$ cat config.mk
export PLATFORM = sky130hd
export DESIGN_NAME = sco_core
export DESIGN_NICKNAME = d
export VERILOG_FILES = /design/src/include/sco_pkg.sv /design/src/include/sco_alu_if.sv /design/src/rtl/sco_alu.sv /design/src/rtl/sco_core.sv
export SDC_FILE = /design/constraint.sdc
export NUM_CORES = 1
export LEC_CHECK = 0
export BUFFER_PORTS_ARGS = -buffer_cell sky130_fd_sc_hd__buf_4
export CORE_MARGIN = 2
export CORE_UTILIZATION = 45
export DETAILED_ROUTE_END_ITERATION = 8
export PLACE_DENSITY = 0.76
export SLEW_MARGIN = 15
export SYNTH_ARGS = -nofsm -noshare
export SYNTH_HDL_FRONTEND = slang
export SYNTH_SLANG_ARGS = --single-unit
$ cat constraint.sdc
create_clock -name clock -period 7.36 [get_ports clock]
set_input_delay 0.736 -clock clock [delete_from_list [all_inputs] [get_ports clock]]
set_output_delay 0.736 -clock clock [all_outputs]
set_load 0.01 [all_outputs]
$ cat src/include/sco_pkg.sv
// Constants and types for the operand and timing decoder
package sco_pkg;
	localparam logic [2:0] CYC_1 = 3'h1;
	localparam logic [2:0] CYC_2 = 3'h2;
	localparam logic [2:0] CYC_3 = 3'h3;
	localparam logic [2:0] CYC_4 = 3'h4;
	localparam logic [2:0] CYC_5 = 3'h5;
	localparam logic [2:0] CNT_LAST = 3'h0;
	localparam logic [1:0] LEN_1 = 2'h1;
	localparam logic [1:0] LEN_2 = 2'h2;
	localparam logic [1:0] LEN_3 = 2'h3;
	localparam logic [7:0] DIR_SFR_BASE = 8'h80;
	typedef enum logic [2:0] {
		MODE_NONE = 3'h0,
		MODE_IMM = 3'h1,
		MODE_DIR = 3'h2,
		MODE_IND8 = 3'h3,
		MODE_IND16 = 3'h4,
		MODE_REG = 3'h5,
		MODE_IDX = 3'h6,
		MODE_STACK = 3'h7
	} sco_mode_t;
	typedef enum logic [3:0] {
		ALU_NONE = 4'h0, ALU_ADD = 4'h1, ALU_SUM_WITH_CARRY_IN = 4'h2, ALU_DIFF_WITH_BORROW = 4'h3,
		ALU_AND = 4'h4, ALU_OR = 4'h5, ALU_XOR = 4'h6, ALU_PASS = 4'h7,
		ALU_CLR = 4'h8, ALU_CPL = 4'h9, ALU_RL = 4'ha, ALU_RLC = 4'hb,
		ALU_RR = 4'hc, ALU_RRC = 4'hd, ALU_SWAP = 4'he, ALU_LOW_DIGIT_TRADE = 4'hf
	} sco_alu_op_t;
	typedef enum logic {
		ST_IDLE = 1'b0,
		ST_RUN = 1'b1
	} sco_state_t;
	typedef struct packed {
		logic [2:0] clocks;
		logic [1:0] len;
		sco_mode_t mode;
		sco_alu_op_t op;
		logic ext;
		logic wr;
		logic jump;
		logic known;
	} sco_dec_t;
endpackage : sco_pkg

$ cat src/include/sco_alu_if.sv
// Operand and flag bundle between the decoder and its arithmetic unit
`timescale 1ns/1ps
`default_nettype none
interface sco_alu_if;
	import sco_pkg::*;
	logic [7:0] a, b, result;
	logic cin, cy, ac, ov, flags;
	sco_alu_op_t op;
	modport core (output a, b, cin, op, input result, cy, ac, ov, flags);
	modport alu (input a, b, cin, op, output result, cy, ac, ov, flags);
endinterface : sco_alu_if
`default_nettype wire

$ cat src/rtl/sco_alu.sv
// Accumulator arithmetic, logic and rotate unit
`timescale 1ns/1ps
`default_nettype none
module sco_alu
	import sco_pkg::*;
(
	// Operands and results
	sco_alu_if.alu bus
);
	logic c;
	logic [8:0] s9, d9;
	logic [4:0] s4, d4;
	logic [7:0] s7, d7;
	// Plain add ignores the incoming carry
	assign c = (bus.op == ALU_ADD) ? 1'b0 : bus.cin;
	assign s9 = {1'b0, bus.a} + {1'b0, bus.b} + {8'h00, c};
	assign s4 = {1'b0, bus.a[3:0]} + {1'b0, bus.b[3:0]} + {4'h0, c};
	assign s7 = {1'b0, bus.a[6:0]} + {1'b0, bus.b[6:0]} + {7'h00, c};
	assign d9 = {1'b0, bus.a} - {1'b0, bus.b} - {8'h00, c};
	assign d4 = {1'b0, bus.a[3:0]} - {1'b0, bus.b[3:0]} - {4'h0, c};
	assign d7 = {1'b0, bus.a[6:0]} - {1'b0, bus.b[6:0]} - {7'h00, c};
	always_comb begin
		bus.result = bus.a;
		bus.cy = bus.cin;
		bus.ac = 1'b0;
		bus.ov = 1'b0;
		bus.flags = 1'b0;
		case (bus.op)
			ALU_ADD, ALU_SUM_WITH_CARRY_IN: begin
				bus.result = s9[7:0];
				bus.cy = s9[8]; // [RL21]
				bus.ac = s4[4]; // [RL21]
				bus.ov = s9[8] ^ s7[7]; // [RL22]
				bus.flags = 1'b1;
			end
			ALU_DIFF_WITH_BORROW: begin
				bus.result = d9[7:0];
				bus.cy = d9[8];
				bus.ac = d4[4];
				bus.ov = d9[8] ^ d7[7];
				bus.flags = 1'b1;
			end
			ALU_AND: bus.result = bus.a & bus.b;
			ALU_OR: bus.result = bus.a | bus.b;
			ALU_XOR: bus.result = bus.a ^ bus.b;
			ALU_PASS: bus.result = bus.b;
			ALU_CLR: bus.result = 8'h00;
			ALU_CPL: bus.result = ~bus.a;
			ALU_RL: bus.result = {bus.a[6:0], bus.a[7]};
			ALU_RR: bus.result = {bus.a[0], bus.a[7:1]};
			ALU_RLC: begin
				bus.result = {bus.a[6:0], bus.cin};
				bus.cy = bus.a[7];
			end
			ALU_RRC: begin
				bus.result = {bus.cin, bus.a[7:1]};
				bus.cy = bus.a[0];
			end
			ALU_SWAP: bus.result = {bus.a[3:0], bus.a[7:4]};
			ALU_LOW_DIGIT_TRADE: bus.result = {bus.a[7:4], bus.b[3:0]};
			default: bus.result = bus.a;
		endcase
	end
endmodule : sco_alu
`default_nettype wire

$ cat src/rtl/sco_core.sv
// Operand addressing and per-instruction clock timing decoder
// Contract
// RL1: Immediate operand comes from code bytes after opcode, no data memory access.
// RL2: Direct mode uses 8-bit field; reaches low 128 RAM bytes and SFRs.
// RL3: 8-bit indirect address from pointer register zero/one of bank, or stack.
// RL4: 16-bit indirect uses only the table pointer; reaches internal and external. Decoder marks every such access as external RAM.
// RL5: Register mode decodes 3-bit opcode field selecting one of eight bank regs.
// RL6: Indexed mode reads program memory only; base plus accumulator.
// RL7: Indexed jump target is base pointer plus accumulator.
// RL8: Add and add with carry: 2 clocks reg/imm, 3 clocks dir/ind.
// RL9: Subtract with borrow: 2 clocks reg/imm, 3 clocks dir/ind.
// RL10: AND/OR/XOR into accumulator: 2 clocks reg/imm, 3 dir/ind.
// RL11: AND/OR/XOR to direct byte: 4 clocks; immediate 3 bytes, acc 2.
// RL12: Rotates and accumulator clear: 1 clock, 1 byte.
// RL13: Nibble swap 1 clock; low digit trade with indirect RAM 4 clocks.
// RL14: Register to accumulator 1 clock; direct, indirect, immediate 2 clocks.
// RL15: Direct to direct copy 3 bytes 4 clocks; immediate to direct 3 bytes 3.
// RL16: Code table read via table pointer or counter: 1 byte, 4 clocks.
// RL17: External RAM 3 clocks, 8-bit pointer write 4; all 1 byte.
// RL18: Push direct 4 clocks, pop direct 3 clocks; both 2 bytes.
// RL19: Trade with register 3 clocks; with direct or indirect 4 clocks.
// RL20: Accumulator to register 2 clocks, to direct 3, to indirect 3.
// RL21: Add sets carry from bit 7 and auxiliary carry from bit 3.
// RL22: Add sets signed wrap flag when exactly one of bits 6, 7 carries.
// RL23: Working register bank comes from the status word bank-select bits.
`timescale 1ns/1ps
`default_nettype none
module sco_core
	import sco_pkg::*;
(
	// Clock, reset and enable
	input wire logic clock,
	input wire logic rstn,
	input wire logic clk_en,
	// Instruction in
	input wire logic op_valid,
	output logic op_ready,
	input wire logic [7:0] opcode,
	input wire logic [7:0] op_byte1,
	input wire logic [7:0] op_byte2,
	// Core state in
	input wire logic [7:0] acc,
	input wire logic carry_in,
	input wire logic [1:0] psw_bank,
	input wire logic [7:0] pointer_reg_zero,
	input wire logic [7:0] pointer_reg_one,
	input wire logic [7:0] stack_ptr,
	input wire logic [15:0] table_pointer16,
	input wire logic [15:0] prog_counter,
	input wire logic [7:0] src_operand,
	// Timing out
	output logic busy,
	output logic done,
	output logic known_op,
	output logic [1:0] byte_len,
	output logic [2:0] clock_count,
	output sco_mode_t addr_mode,
	// Operand addressing out
	output logic [15:0] operand_addr,
	output logic sfr_select,
	output logic [4:0] work_reg_index,
	output logic [15:0] imm_value,
	output logic data_mem_access,
	output logic ext_ram_access,
	output logic mem_write,
	output logic code_read,
	output logic [15:0] code_addr,
	output logic jump_valid,
	output logic [15:0] jump_target,
	// Results out
	output logic [7:0] acc_result,
	output logic carry,
	output logic aux_carry,
	output logic signed_wrap_flag,
	output logic flags_valid
);
	sco_alu_if alu_bus ();
	sco_state_t state;
	sco_dec_t dec;
	logic rst_meta, rst_n_sync, accept;
	logic [2:0] cnt;
	logic [15:0] idx_sum, next_addr, next_imm;
	logic [7:0] alu_b;
	// Low nibble of the accumulator groups selects the source form
	function automatic sco_mode_t sco_form(input logic [3:0] lo);
		case (lo)
			4'h4: return MODE_IMM;
			4'h5: return MODE_DIR;
			4'h6, 4'h7: return MODE_IND8;
			default: return MODE_REG;
		endcase
	endfunction : sco_form
	function automatic sco_dec_t sco_mk(input logic [2:0] c,
		input logic [1:0] l, input sco_mode_t m, input sco_alu_op_t o);
		return '{c, l, m, o, 1'b0, 1'b0, 1'b0, 1'b1};
	endfunction : sco_mk
	function automatic sco_dec_t sco_decode(input logic [7:0] op);
		sco_dec_t d;
		sco_mode_t f;
		d = sco_mk(CYC_1, LEN_1, MODE_NONE, ALU_NONE);
		f = sco_form(op[3:0]);
		if (op[3:2] != 2'b00 && (op[7:4] == 4'h2 || op[7:4] == 4'h3 ||
			op[7:4] == 4'h9 || op[7:6] == 2'b01)
			&& op[7:4] != 4'h7) begin
			d.mode = f;
			d.clocks = (f == MODE_DIR || f == MODE_IND8) ? CYC_3 : CYC_2;
			d.len = (f == MODE_IMM || f == MODE_DIR) ? LEN_2 : LEN_1;
			case (op[7:4])
				4'h2: d.op = ALU_ADD; // [RL8]
				4'h3: d.op = ALU_SUM_WITH_CARRY_IN; // [RL8]
				4'h9: d.op = ALU_DIFF_WITH_BORROW; // [RL9]
				4'h4: d.op = ALU_OR; // [RL10]
				4'h5: d.op = ALU_AND; // [RL10]
				default: d.op = ALU_XOR; // [RL10]
			endcase
		end else if (op[7:5] == 3'b000 && op[3:2] != 2'b00) begin
			// Increment and decrement: only timing and addressing are produced here
			d.mode = (op[3:0] == 4'h4) ? MODE_NONE : f;
			d.clocks = (f == MODE_IMM) ? CYC_2 : (f == MODE_REG) ? CYC_3 : CYC_4;
			d.len = (f == MODE_DIR) ? LEN_2 : LEN_1;
		end else begin
			casez (op)
				8'he4: d = sco_mk(CYC_1, LEN_1, MODE_NONE, ALU_CLR); // [RL12]
				8'h23: d = sco_mk(CYC_1, LEN_1, MODE_NONE, ALU_RL); // [RL12]
				8'h33: d = sco_mk(CYC_1, LEN_1, MODE_NONE, ALU_RLC); // [RL12]
				8'h03: d = sco_mk(CYC_1, LEN_1, MODE_NONE, ALU_RR); // [RL12]
				8'h13: d = sco_mk(CYC_1, LEN_1, MODE_NONE, ALU_RRC); // [RL12]
				8'hc4: d = sco_mk(CYC_1, LEN_1, MODE_NONE, ALU_SWAP); // [RL13]
				8'hf4: d = sco_mk(CYC_2, LEN_1, MODE_NONE, ALU_CPL);
				8'ha3: d = sco_mk(CYC_1, LEN_1, MODE_NONE, ALU_NONE);
				8'ha4: d = sco_mk(CYC_4, LEN_1, MODE_NONE, ALU_NONE);
				8'h84: d = sco_mk(CYC_5, LEN_1, MODE_NONE, ALU_NONE);
				8'hd4: d = sco_mk(CYC_4, LEN_1, MODE_NONE, ALU_NONE);
				8'h52, 8'h42, 8'h62:
					d = sco_mk(CYC_4, LEN_2, MODE_DIR, ALU_NONE); // [RL11]
				8'h53, 8'h43, 8'h63:
					d = sco_mk(CYC_4, LEN_3, MODE_DIR, ALU_NONE); // [RL11]
				8'b1110_1???: d = sco_mk(CYC_1, LEN_1, MODE_REG, ALU_PASS); // [RL14]
				8'he5: d = sco_mk(CYC_2, LEN_2, MODE_DIR, ALU_PASS); // [RL14]
				8'b1110_011?: d = sco_mk(CYC_2, LEN_1, MODE_IND8, ALU_PASS); // [RL14]
				8'h74: d = sco_mk(CYC_2, LEN_2, MODE_IMM, ALU_PASS); // [RL14]
				8'b1111_1???: d = sco_mk(CYC_2, LEN_1, MODE_REG, ALU_NONE); // [RL20]
				8'hf5: d = sco_mk(CYC_3, LEN_2, MODE_DIR, ALU_NONE); // [RL20]
				8'b1111_011?: d = sco_mk(CYC_3, LEN_1, MODE_IND8, ALU_NONE); // [RL20]
				8'b1010_1???: d = sco_mk(CYC_4, LEN_2, MODE_DIR, ALU_NONE);
				8'b0111_1???: d = sco_mk(CYC_2, LEN_2, MODE_IMM, ALU_NONE);
				8'b1000_1???: d = sco_mk(CYC_3, LEN_2, MODE_REG, ALU_NONE);
				8'h85: d = sco_mk(CYC_4, LEN_3, MODE_DIR, ALU_NONE); // [RL15]
				8'h75: d = sco_mk(CYC_3, LEN_3, MODE_DIR, ALU_NONE); // [RL15]
				8'b1000_011?: d = sco_mk(CYC_4, LEN_2, MODE_IND8, ALU_NONE);
				8'b1010_011?: d = sco_mk(CYC_4, LEN_2, MODE_IND8, ALU_NONE);
				8'b0111_011?: d = sco_mk(CYC_3, LEN_2, MODE_IND8, ALU_NONE);
				8'h90: d = sco_mk(CYC_3, LEN_3, MODE_IMM, ALU_NONE);
				8'h93, 8'h83: d = sco_mk(CYC_4, LEN_1, MODE_IDX, ALU_PASS); // [RL16]
				8'h73: begin
					d = sco_mk(CYC_3, LEN_1, MODE_IDX, ALU_NONE);
					d.jump = 1'b1; // [RL7]
				end
				8'b1110_001?, 8'he0, 8'hf0: begin
					d = sco_mk(CYC_3, LEN_1, op[1] ? MODE_IND8 : MODE_IND16,
						op[4] ? ALU_NONE : ALU_PASS); // [RL17]
					d.ext = 1'b1;
					d.wr = op[4];
				end
				8'b1111_001?: begin
					d = sco_mk(CYC_4, LEN_1, MODE_IND8, ALU_NONE); // [RL17]
					d.ext = 1'b1;
					d.wr = 1'b1;
				end
				8'hc0: d = sco_mk(CYC_4, LEN_2, MODE_STACK, ALU_NONE); // [RL18]
				8'hd0: d = sco_mk(CYC_3, LEN_2, MODE_STACK, ALU_NONE); // [RL18]
				8'b1100_1???: d = sco_mk(CYC_3, LEN_1, MODE_REG, ALU_PASS); // [RL19]
				8'hc5: d = sco_mk(CYC_4, LEN_2, MODE_DIR, ALU_PASS); // [RL19]
				8'b1100_011?: d = sco_mk(CYC_4, LEN_1, MODE_IND8, ALU_PASS); // [RL19]
				8'b1101_011?: d = sco_mk(CYC_4, LEN_1, MODE_IND8, ALU_LOW_DIGIT_TRADE); // [RL13]
				default: d.known = 1'b0;
			endcase
		end
		return d;
	endfunction : sco_decode
	// Reset is released through two stages so every flop leaves it together
	always_ff @(posedge clock or negedge rstn) begin
		if (!rstn) begin
			rst_meta <= 1'b0;
			rst_n_sync <= 1'b0;
		end else if (clk_en) begin
			rst_meta <= 1'b1;
			rst_n_sync <= rst_meta;
		end
	end

	assign dec = sco_decode(opcode);
	assign done = (state == ST_RUN) && (cnt == CNT_LAST);
	assign busy = (state == ST_RUN);
	// Accepting in the finishing cycle keeps back-to-back issue gap-free
	assign op_ready = rst_n_sync && ((state == ST_IDLE) || done);
	assign accept = op_valid && op_ready;
	always_ff @(posedge clock or negedge rst_n_sync) begin
		if (!rst_n_sync) begin
			state <= ST_IDLE;
			cnt <= CNT_LAST;
		end else if (clk_en) begin
			if (accept) begin
				state <= ST_RUN;
				cnt <= 3'(dec.clocks - CYC_1); // [RL8] [RL9] [RL17]
			end else if (done) begin
				state <= ST_IDLE;
			end else if (state == ST_RUN) begin
				cnt <= 3'(cnt - CYC_1);
			end
		end
	end

	// Base is the table pointer except for the counter-relative read
	assign idx_sum = (opcode[4] ? table_pointer16 : prog_counter)
		+ {8'h00, acc}; // [RL6] [RL7]
	always_comb begin
		next_addr = 16'h0000;
		case (dec.mode)
			MODE_DIR: next_addr = {8'h00, op_byte1}; // [RL2]
			MODE_IND8: next_addr = {8'h00, opcode[0] ? pointer_reg_one
				: pointer_reg_zero}; // [RL3]
			MODE_STACK: next_addr = {8'h00, stack_ptr}; // [RL3]
			MODE_IND16: next_addr = table_pointer16; // [RL4]
			MODE_REG: next_addr = {11'h000, psw_bank, opcode[2:0]}; // [RL5]
			MODE_IDX: next_addr = idx_sum; // [RL6]
			default: next_addr = 16'h0000;
		endcase
	end
	// Constants are read straight from the code bytes [RL1]
	always_comb begin
		next_imm = {8'h00, op_byte1};
		if (opcode == 8'h90)
			next_imm = {op_byte1, op_byte2};
		else if ((opcode[3:1] == 3'b001 || opcode == 8'h75)
			&& dec.mode == MODE_DIR)
			next_imm = {8'h00, op_byte2};
	end
	assign alu_b = (dec.mode == MODE_IMM) ? op_byte1 : src_operand; // [RL1]
	assign alu_bus.a = acc;
	assign alu_bus.b = alu_b;
	assign alu_bus.cin = carry_in;
	assign alu_bus.op = dec.op;
	sco_alu sco_alu_inst (.bus(alu_bus.alu));

	always_ff @(posedge clock or negedge rst_n_sync) begin
		if (!rst_n_sync) begin
			known_op <= 1'b0;
			byte_len <= LEN_1;
			clock_count <= CYC_1;
			addr_mode <= MODE_NONE;
			data_mem_access <= 1'b0;
			ext_ram_access <= 1'b0;
			mem_write <= 1'b0;
			code_read <= 1'b0;
			jump_valid <= 1'b0;
		end else if (clk_en && accept) begin
			known_op <= dec.known;
			byte_len <= dec.len;
			clock_count <= dec.clocks;
			addr_mode <= dec.mode;
			data_mem_access <= dec.mode != MODE_NONE && dec.mode != MODE_IMM
				&& dec.mode != MODE_IDX; // [RL1] [RL6]
			ext_ram_access <= dec.ext; // [RL4]
			mem_write <= dec.wr;
			code_read <= dec.mode == MODE_IDX && !dec.jump; // [RL6]
			jump_valid <= dec.jump; // [RL7]
		end
	end

	always_ff @(posedge clock or negedge rst_n_sync) begin
		if (!rst_n_sync) begin
			operand_addr <= 16'h0000;
			sfr_select <= 1'b0;
			work_reg_index <= 5'h00;
			imm_value <= 16'h0000;
			code_addr <= 16'h0000;
			jump_target <= 16'h0000;
		end else if (clk_en && accept) begin
			operand_addr <= next_addr;
			sfr_select <= dec.mode == MODE_DIR && op_byte1 >= DIR_SFR_BASE; // [RL2]
			work_reg_index <= {psw_bank, dec.mode == MODE_REG ? opcode[2:0]
				: {2'b00, opcode[0]}}; // [RL23] [RL5]
			imm_value <= next_imm;
			code_addr <= idx_sum; // [RL6]
			jump_target <= idx_sum; // [RL7]
		end
	end

	always_ff @(posedge clock or negedge rst_n_sync) begin
		if (!rst_n_sync) begin
			acc_result <= 8'h00;
			carry <= 1'b0;
			aux_carry <= 1'b0;
			signed_wrap_flag <= 1'b0;
			flags_valid <= 1'b0;
		end else if (clk_en && accept) begin
			acc_result <= alu_bus.result;
			carry <= alu_bus.cy; // [RL21]
			aux_carry <= alu_bus.ac; // [RL21]
			signed_wrap_flag <= alu_bus.ov; // [RL22]
			flags_valid <= alu_bus.flags;
		end
	end
	// Checks; cycles are counted on enabled edges only
	logic [8:0] chk_sum;
	logic [7:0] chk_low7;
	assign chk_sum = {1'b0, acc} + {1'b0, alu_b};
	assign chk_low7 = {1'b0, acc[6:0]} + {1'b0, alu_b[6:0]};
endmodule : sco_core
`default_nettype wire

==> results of run 1 <==
power groups by stage:
| stage | Sequential [uW] | Combinational, uW | Clock (uW) |
|---|---|---|---|
| after detailed placement | 787 | 1160 | 0 |
| after floorplan | 831 | 610 | 0 |
| final | 776 | 1170 | 529 |
| after global placement | 784 | 1140 | 0 |
| after CTS | 777 | 1160 | 532 |
| after global routing | 795 | 1270 | 551 |
registers in the layout, indices dropped and copies added (netlist names), 2 cells and up:
signal and cells:
clock_count 3, addr_mode 3, cnt 3, work_reg_index 5, imm_value 16, acc_result 8, operand_addr 16, byte_len 2
jump_target 16
cells in the mapped netlist, types with 7 or more instances:
| cell | instances |
|---|---|
| a211o_1 | 7 |
| o22ai_1 | 16 |
| o211ai_1 | 12 |
| nor3_1 | 22 |
| and3_1 | 12 |
| a21oi_1 | 43 |
| clkbuf_1 | 33 |
| a2bb2oi_1 | 7 |
| mux2_2 | 21 |
| nand2_1 | 138 |
| a211oi_1 | 8 |
| nand3_1 | 22 |
| buf_4 | 20 |
| ha_1 | 39 |
| buf_2 | 13 |
| nor2_1 | 59 |
| o31ai_1 | 7 |
| and2_1 | 8 |
| o21ai_1 | 10 |
| xor2_1 | 11 |
| a21o_1 | 8 |
| a22oi_1 | 11 |
| xnor2_1 | 22 |
| dfrtp_1 | 84 |
| o21ai_0 | 52 |
| nand2b_1 | 21 |
| nand4_1 | 7 |
| a31oi_1 | 14 |
| mux2i_1 | 35 |
| inv_1 | 43 |
cell families after synthesis:
logic type               Yosys count  synth area share
adder cells (fa/ha/maj)           43           0.07271
XOR/XNOR                          33           0.03699
flip-flops                        86            0.2758
AO/OA/AOI/OAI                    261            0.2306
multiplexers                      57           0.07687
AND/OR/NAND/NOR                  359            0.2386
buffers and inverters            114           0.06838
path summary, 6_finish.rpt:
kind                          startpoint  slack (ns)  depth (start not counted)               end
min in group clock         imm_value[15]        0.48                          2     imm_value[15]
hold reg to reg               rst_n_sync        0.33                          0       flags_valid
max in group asynchronous     rst_n_sync        6.01                          1   jump_target[15]
hold / removal                      rstn        0.15                          1        rst_n_sync
setup / recovery               opcode[4]        1.27                         20  signed_wrap_flag
setup reg to reg              rst_n_sync        4.08                          6     acc_result[6]
cell type report:
cell class	count	area share
multi-input combinational	753	0.5324
timing repair buffer	211	0.1641
clock buffer	9	0.02333
sequential	86	0.2236
inverter	43	0.01672
clock inverter	7	0.01063
tap	225	0.02917
through the flow:
| stage | hold slack [ns] | cells |
|---|---|---|
| 6_report | 0.1524 | 1334 |
| 5_1_grt | 0.1471 | 1334 |
| 4_1_cts | 0.1454 | 1334 |
| 3_5_place_dp | 0.3624 | 1318 |
| 3_3_place_gp | 0.3624 | 1318 |
| 2_1_floorplan | 0.4305 | 953 |
layer usage:
layer  track usage  wire length, microns
met5             0                     0
met3       0.05761                  2891
met4        0.1192                  1034
met2        0.4994                 13660
met1        0.4323                 12150
critical path: cells and delay by family:
family / cells / cell delay, ns
buffers and inverters: 1 / 0.29
multiplexers: 1 / 0.56
adder cells (fa/ha/maj): 2 / 0.61
XOR/XNOR: 2 / 0.24
AND/OR/NAND/NOR: 7 / 2.24
AO/OA/AOI/OAI: 7 / 1.64
==> flow_summary.yaml, run 1 <==
logic_synthesis:
  synth_top_area_frac: 0.2691
  syn_inst: 953
  synth-edff-count: 0
  synth_cell_types: 88
  ys_top_cells_by_area: "dfrtp_1, nand2_1, ha_1"
  yosys_warnings: 0
  ys.flop_type: "dfrtp_1"
  netlist_area_sq_um: 7812
  ys_seq_area_frac: 0.2758
  ys_seq_elements: 86
  postSynth.asyncResetShare: 1.000
  syn-num-nets: 1099
  syn_avg_cell_area_sq_um: 8.198
  synth_area_leader_cell: "dfrtp_1"
timing:
  min_period_ns: 6.092
  finalSetupViolations: 0
  setup_slack_ns: 1.268
  fin_setup_tns_ns: 0
  period_share: 0.8277
  final_max_slew_viol_count: 0
  worst_pin_slew_ns: 1.132
  rsz0062_at_grt: "false"
  hold_viol_final: 0
  fin_skew_ns: 0.01950
  max_freq_ghz: 0.1642
  slew_headroom: 0.2402
finish:
  nets: 1250
  drive_gt1_frac: 0.2489
  seq_area_sq_um: 2158
  layout_commonest_cell: "buf_4"
  area_growth_syn_to_layout_pct: 23.54
  multi_input_area_sq_um: 5139
  nFillCells: 1562
  diodes: 0
  finalInstanceArea_sq_um: 9652
  final_util: 0.5639
  final_cell_mix: "buf_4, nand2_1, dfrtp_1, nor2_1, o21ai_0"
power:
  switchingPower_uw: 968.4
  clkPwrFrac: 0.214
  p_leak_uw: 0.004419
  powerDensity_nw_per_um2: 256.1
  pwr-share-comb: 0.472
  power_frac_seq: 0.314
  swShare: 0.3917
  intPower_uw: 1504
  power.total_uw: 2472
  ir_drop_v: 0.0001421
cts:
  holdBufCountCts: 0
  ctsHtreeMaxLevel: 3
  cts_root_buf: "clkbuf_16"
  clk_path_buf_depth: 2
  cts_buffers: 9
  clkTransAtPathRegs_ns: 0.08
  cts_tree: "yes"
  post_cts_buffers: 0
  cts_sinks: 86
  insertion_delay_ns: 0.37
  cts_resized: 0
worst_hold_path:
  min-delay-path-class: "in -> async"
critical_path:
  cp_slowest_cell: "nor4b_1"
  max_stage_delay_ns: 0.67
  worstPathCellList: "buf_4 > nor4b_1 > o21ai_0 > or3b_4 > nor4_4 > o22ai_4 > nand3_2 > mux2i_2 > xor2_1 > ha_1 > a21o_1 > fa_1 > nand2b_1 > a21oi_1 > o21a_1 > or4b_2 > nand4_1 > xnor2_1 > a22oi_1 > o21ai_0"
  cp_max_fo: 56
  cp.arrival_ns: 6.33
  endpoint_kind: "flip-flop"
  worstSetupPathType: "in -> reg"
  critPathRequiredTime_ns: 7.59
  cp_common_cell: "o21ai_0"
  setup.worst_path.start_class: "input port"
die:
  dieArea_sq_um: 18430
  initial_core_util: 0.4564
  fp.dieW_microns: 135.8
  num_rows: 48
  design.core.area_sq_um: 17120
  fp.dieH_microns: 135.8
  ios: 202
global_route:
  grt_max_degree: 67
  grt_pass1_vias: 7633
  grt_usage: 0.3165
  grt_overflow: 0
  grt_pass1_wl_microns: 44370
  antenna_found_initial: 0
drt:
  wire_per_inst_microns: 22.29
  drtIter0Drc: 793
  wl_microns: 29740
  drt_pass1_iterations: 7
  ant_nets: 0
  vias: 8346
  drt-vias-per-instance: 6.256
  drc: 0
placed_design:
  place_congestion: 0.9962
  placed_area_sq_um: 9324
  io_buffers: 201
  place_ws_ns: 0.9688
  hpwl_microns: 22590
flow_run:
  maxCapViolations: 0
status:
  status: "finished, final reports clean"
No activity file was read; power rests on OpenSTA's default activity.
==> run 2: changes to the inputs <==
--- a/config.mk
+++ b/config.mk
@@ -5,11 +5,12 @@
 export SDC_FILE = /design/constraint.sdc
 export NUM_CORES = 1
 export LEC_CHECK = 0
+export ABC_AREA = 1
 export BUFFER_PORTS_ARGS = -buffer_cell sky130_fd_sc_hd__buf_4
 export CORE_MARGIN = 2
 export CORE_UTILIZATION = 45
 export DETAILED_ROUTE_END_ITERATION = 8
-export PLACE_DENSITY = 0.76
+export PLACE_DENSITY = 0.75
 export SLEW_MARGIN = 15
 export SYNTH_ARGS = -nofsm -noshare
 export SYNTH_HDL_FRONTEND = slang
==> constraint.sdc (replaced) <==
create_clock -name clock -period 5.8 [get_ports clock]
set_input_delay 0.58 -clock clock [delete_from_list [all_inputs] [get_ports clock]]
set_output_delay 0.58 -clock clock [all_outputs]
set_load 0.01 [all_outputs]
==> flow_summary.yaml, run 2 <==
status:
  status: "finished, final reports clean"
die:
  fp.dieW_microns: 137.6
  fp.dieH_microns: 137.6
  dieArea_sq_um: 18940
  num_rows: 48
  initial_core_util: 0.4628
  design.core.area_sq_um: 17360
  ios: 202
flow_run:
  maxCapViolations: 0
finish:
  nets: 1572
  area_growth_syn_to_layout_pct: 23.24
  seq_area_sq_um: 2158
  diodes: 0
  layout_commonest_cell: "nand2_1"
  multi_input_area_sq_um: 5034
  drive_gt1_frac: 0.2173
  final_cell_mix: "nand2_1, buf_4, inv_1, nor2_1, nand3_1"
  nFillCells: 1718
  reg_top3: "imm_value x16, jump_target x16, operand_addr x16"
timing:
  min_period_ns: 4.678
  setup_slack_ns: 1.122
  worst_pin_slew_ns: 0.9931
  fin_skew_ns: 0.01100
  max_freq_ghz: 0.2138
  period_share: 0.8065
  fin_hold_ws_ns: 0.2008
  finalSetupViolations: 0
  rsz0062_at_grt: "false"
  slew_headroom: 0.3379
  fin_setup_tns_ns: 0
  hold_viol_final: 0
  final_max_slew_viol_count: 0
critical_path:
  r2r_start: "rst_n_sync"
  regToRegSetupSlack_ns: 3.27
  critPathRequiredTime_ns: 6.05
  max_stage_delay_ns: 0.40
  worstSetupPathType: "in -> reg"
  cp_common_cell: "nand2_1"
  cp_slowest_cell: "fa_1"
  cp_max_fo: 30
  setup.worst_path.start_class: "input port"
  reg2regPathDepth: 9
  endpoint_kind: "flip-flop"
  cp.arrival_ns: 4.93
  regToRegEndpoint: "acc_result[3]"
placed_design:
  place_ws_ns: 0.8730
  io_buffers: 201
  place_congestion: 1.026
  hpwl_microns: 25010
drt:
  drc: 0
  drt-vias-per-instance: 5.522
  drt_pass1_iterations: 6
  vias: 9145
  wl_microns: 31390
  drtIter0Drc: 798
  ant_nets: 0
  wire_per_inst_microns: 18.95
logic_synthesis:
  postSynth.asyncResetShare: 1.000
  yosys.cell_count.top_type: "nand2_1"
  yosys-mux-area-fraction: 0.003738
  syn_inst: 1256
  synth_fa_ha_area_frac: 0.07072
  yosys.area_share.simple: 0.4164
  ys_seq_area_frac: 0.2682
  synth_top_area_frac: 0.2617
  netlist_area_sq_um: 8033
  synth-edff-count: 0
  ys_top_cells_by_area: "dfrtp_1, nand2_1, inv_1"
  synth_area_leader_cell: "dfrtp_1"
  ys_seq_elements: 86
  synth_cell_types: 51
  synth_xor_xnor_area_share: 0.02617
  synth-compound-area-share: 0.1087
  syn_avg_cell_area_sq_um: 6.395
  syn-num-nets: 1402
  yosys-top-cells-count: "nand2_1, inv_1, nor2_1, nand3_1, dfrtp_1"
  yosys_warnings: 0
  ys.flop_type: "dfrtp_1"
  synth_top_family_by_area: "simple AND/OR/NAND/NOR gates"
worst_hold_path:
  min-delay-path-class: "reg -> async"
cts:
  clkTransAtPathRegs_ns: 0.08
  post_cts_buffers: 0
  cts_sinks: 86
  cts_root_buf: "clkbuf_16"
  cts_buffers: 9
  insertion_delay_ns: 0.36
  cts_tree: "yes"
  ctsHtreeMaxLevel: 3
  clk_path_buf_depth: 2
global_route:
  antenna_found_initial: 0
  grt_overflow: 0
  grt_usage: 0.3270
  grt_pass1_wl_microns: 46250
  grt_max_degree: 104
  grt_pass1_vias: 8141
power:
  ir_drop_v: 0.0002068
  powerDensity_nw_per_um2: 304.8
  p_leak_uw: 0.005635
-- run 2: changes by cell type in the layout (fill, tap and decap cells not counted), moves of 15 or more --
cell | before | now
inv_1 | 43 | 133
mux2i_1 | 35 | 3
nand2b_1 | 21 | 0
nor2_1 | 59 | 98
nand3_1 | 22 | 89
mux2_2 | 21 | 0
o21ai_0 | 52 | 67
xnor2_1 | 22 | 6
inv_2 | 0 | 15
nand4_1 | 7 | 22
nand2_1 | 137 | 447
-- run 2: how the worst max path moves through the flow --
| stage | from | end | slack (ns) | cells past startpoint |
|---|---|---|---|---|
| 3_5_place_dp | opcode[4] | acc_result[6] | 0.87 | 31 |
| 4_1_cts | opcode[4] | acc_result[6] | 1.25 | 31 |
| 6_report | opcode[4] | acc_result[6] | 1.12 | 31 |
| 3_3_place_gp | opcode[4] | acc_result[6] | 0.96 | 33 |
| 2_1_floorplan | opcode[5] | acc_result[6] | 1.89 | 30 |
| 5_1_grt | opcode[4] | carry | 0.62 | 31 |
-- run 2: per-layer routing --
layer / routed length [microns] / global-route usage / vias up
met4: 1323 / 0.1420 / 0
met5: 0 / 0 / -
met1: 12660 / 0.4247 / 4211
met3: 2733 / 0.04967 / 77
li1: - / - / 4346
met2: 14670 / 0.5392 / 511
-- run 2: layout make-up --
| class | instances | share of cell area |
|---|---|---|
| Clock buffer | 9 | 0.02275 |
| Sequential cell | 86 | 0.2180 |
| Inverter | 151 | 0.05751 |
| Tap cell | 225 | 0.02844 |
| Timing Repair Buffer | 207 | 0.1572 |
| Multi-Input combinational cell | 971 | 0.5085 |
| Clock inverter | 7 | 0.007583 |
-- run 2: logic make-up (layout without fill, tap and decap cells) --
group / after synthesis / in the layout
simple gates: 747 / 747
mux: 3 / 3
compound gates: 154 / 154
fa+ha+maj: 43 / 43
flops: 86 / 86
buf+inv: 199 / 374
xor+xnor: 24 / 24
-- run 2: repair_timing --
item	in CTS	in global routing
hold endpoints to repair	2	0
resized for setup	0	0
hold buffers	1	0
-- run 2: where the power goes --
group	leakage, uW	internal (uW)	switching [uW]
sequential	0.00109	799	145
combinational	0.00440	633	839
clock	0.000144	305	296
total	0.00564	1740	1280
-- run 2: stage by stage --
| step | total power [uW] | utilization | area (sq um) | cells |
|---|---|---|---|---|
| finish | 3017 | 0.5704 | 9899 | 1656 |
| CTS | 3020 | 0.5704 | 9899 | 1656 |
| global route | 3220 | 0.5704 | 9899 | 1656 |
| floorplan | 1797 | - | 8033 | 1256 |
| global placement | 2400 | 0.5525 | 9589 | 1639 |
| detailed placement | 2420 | 0.5525 | 9589 | 1639 |
-- run 2: critical path, delay by kind of cell --
kind	cells	cell delay (ns)
compound gates	3	0.43
xor+xnor	1	0.14
fa+ha+maj	2	0.56
buf+inv	4	0.65
simple gates	21	2.52
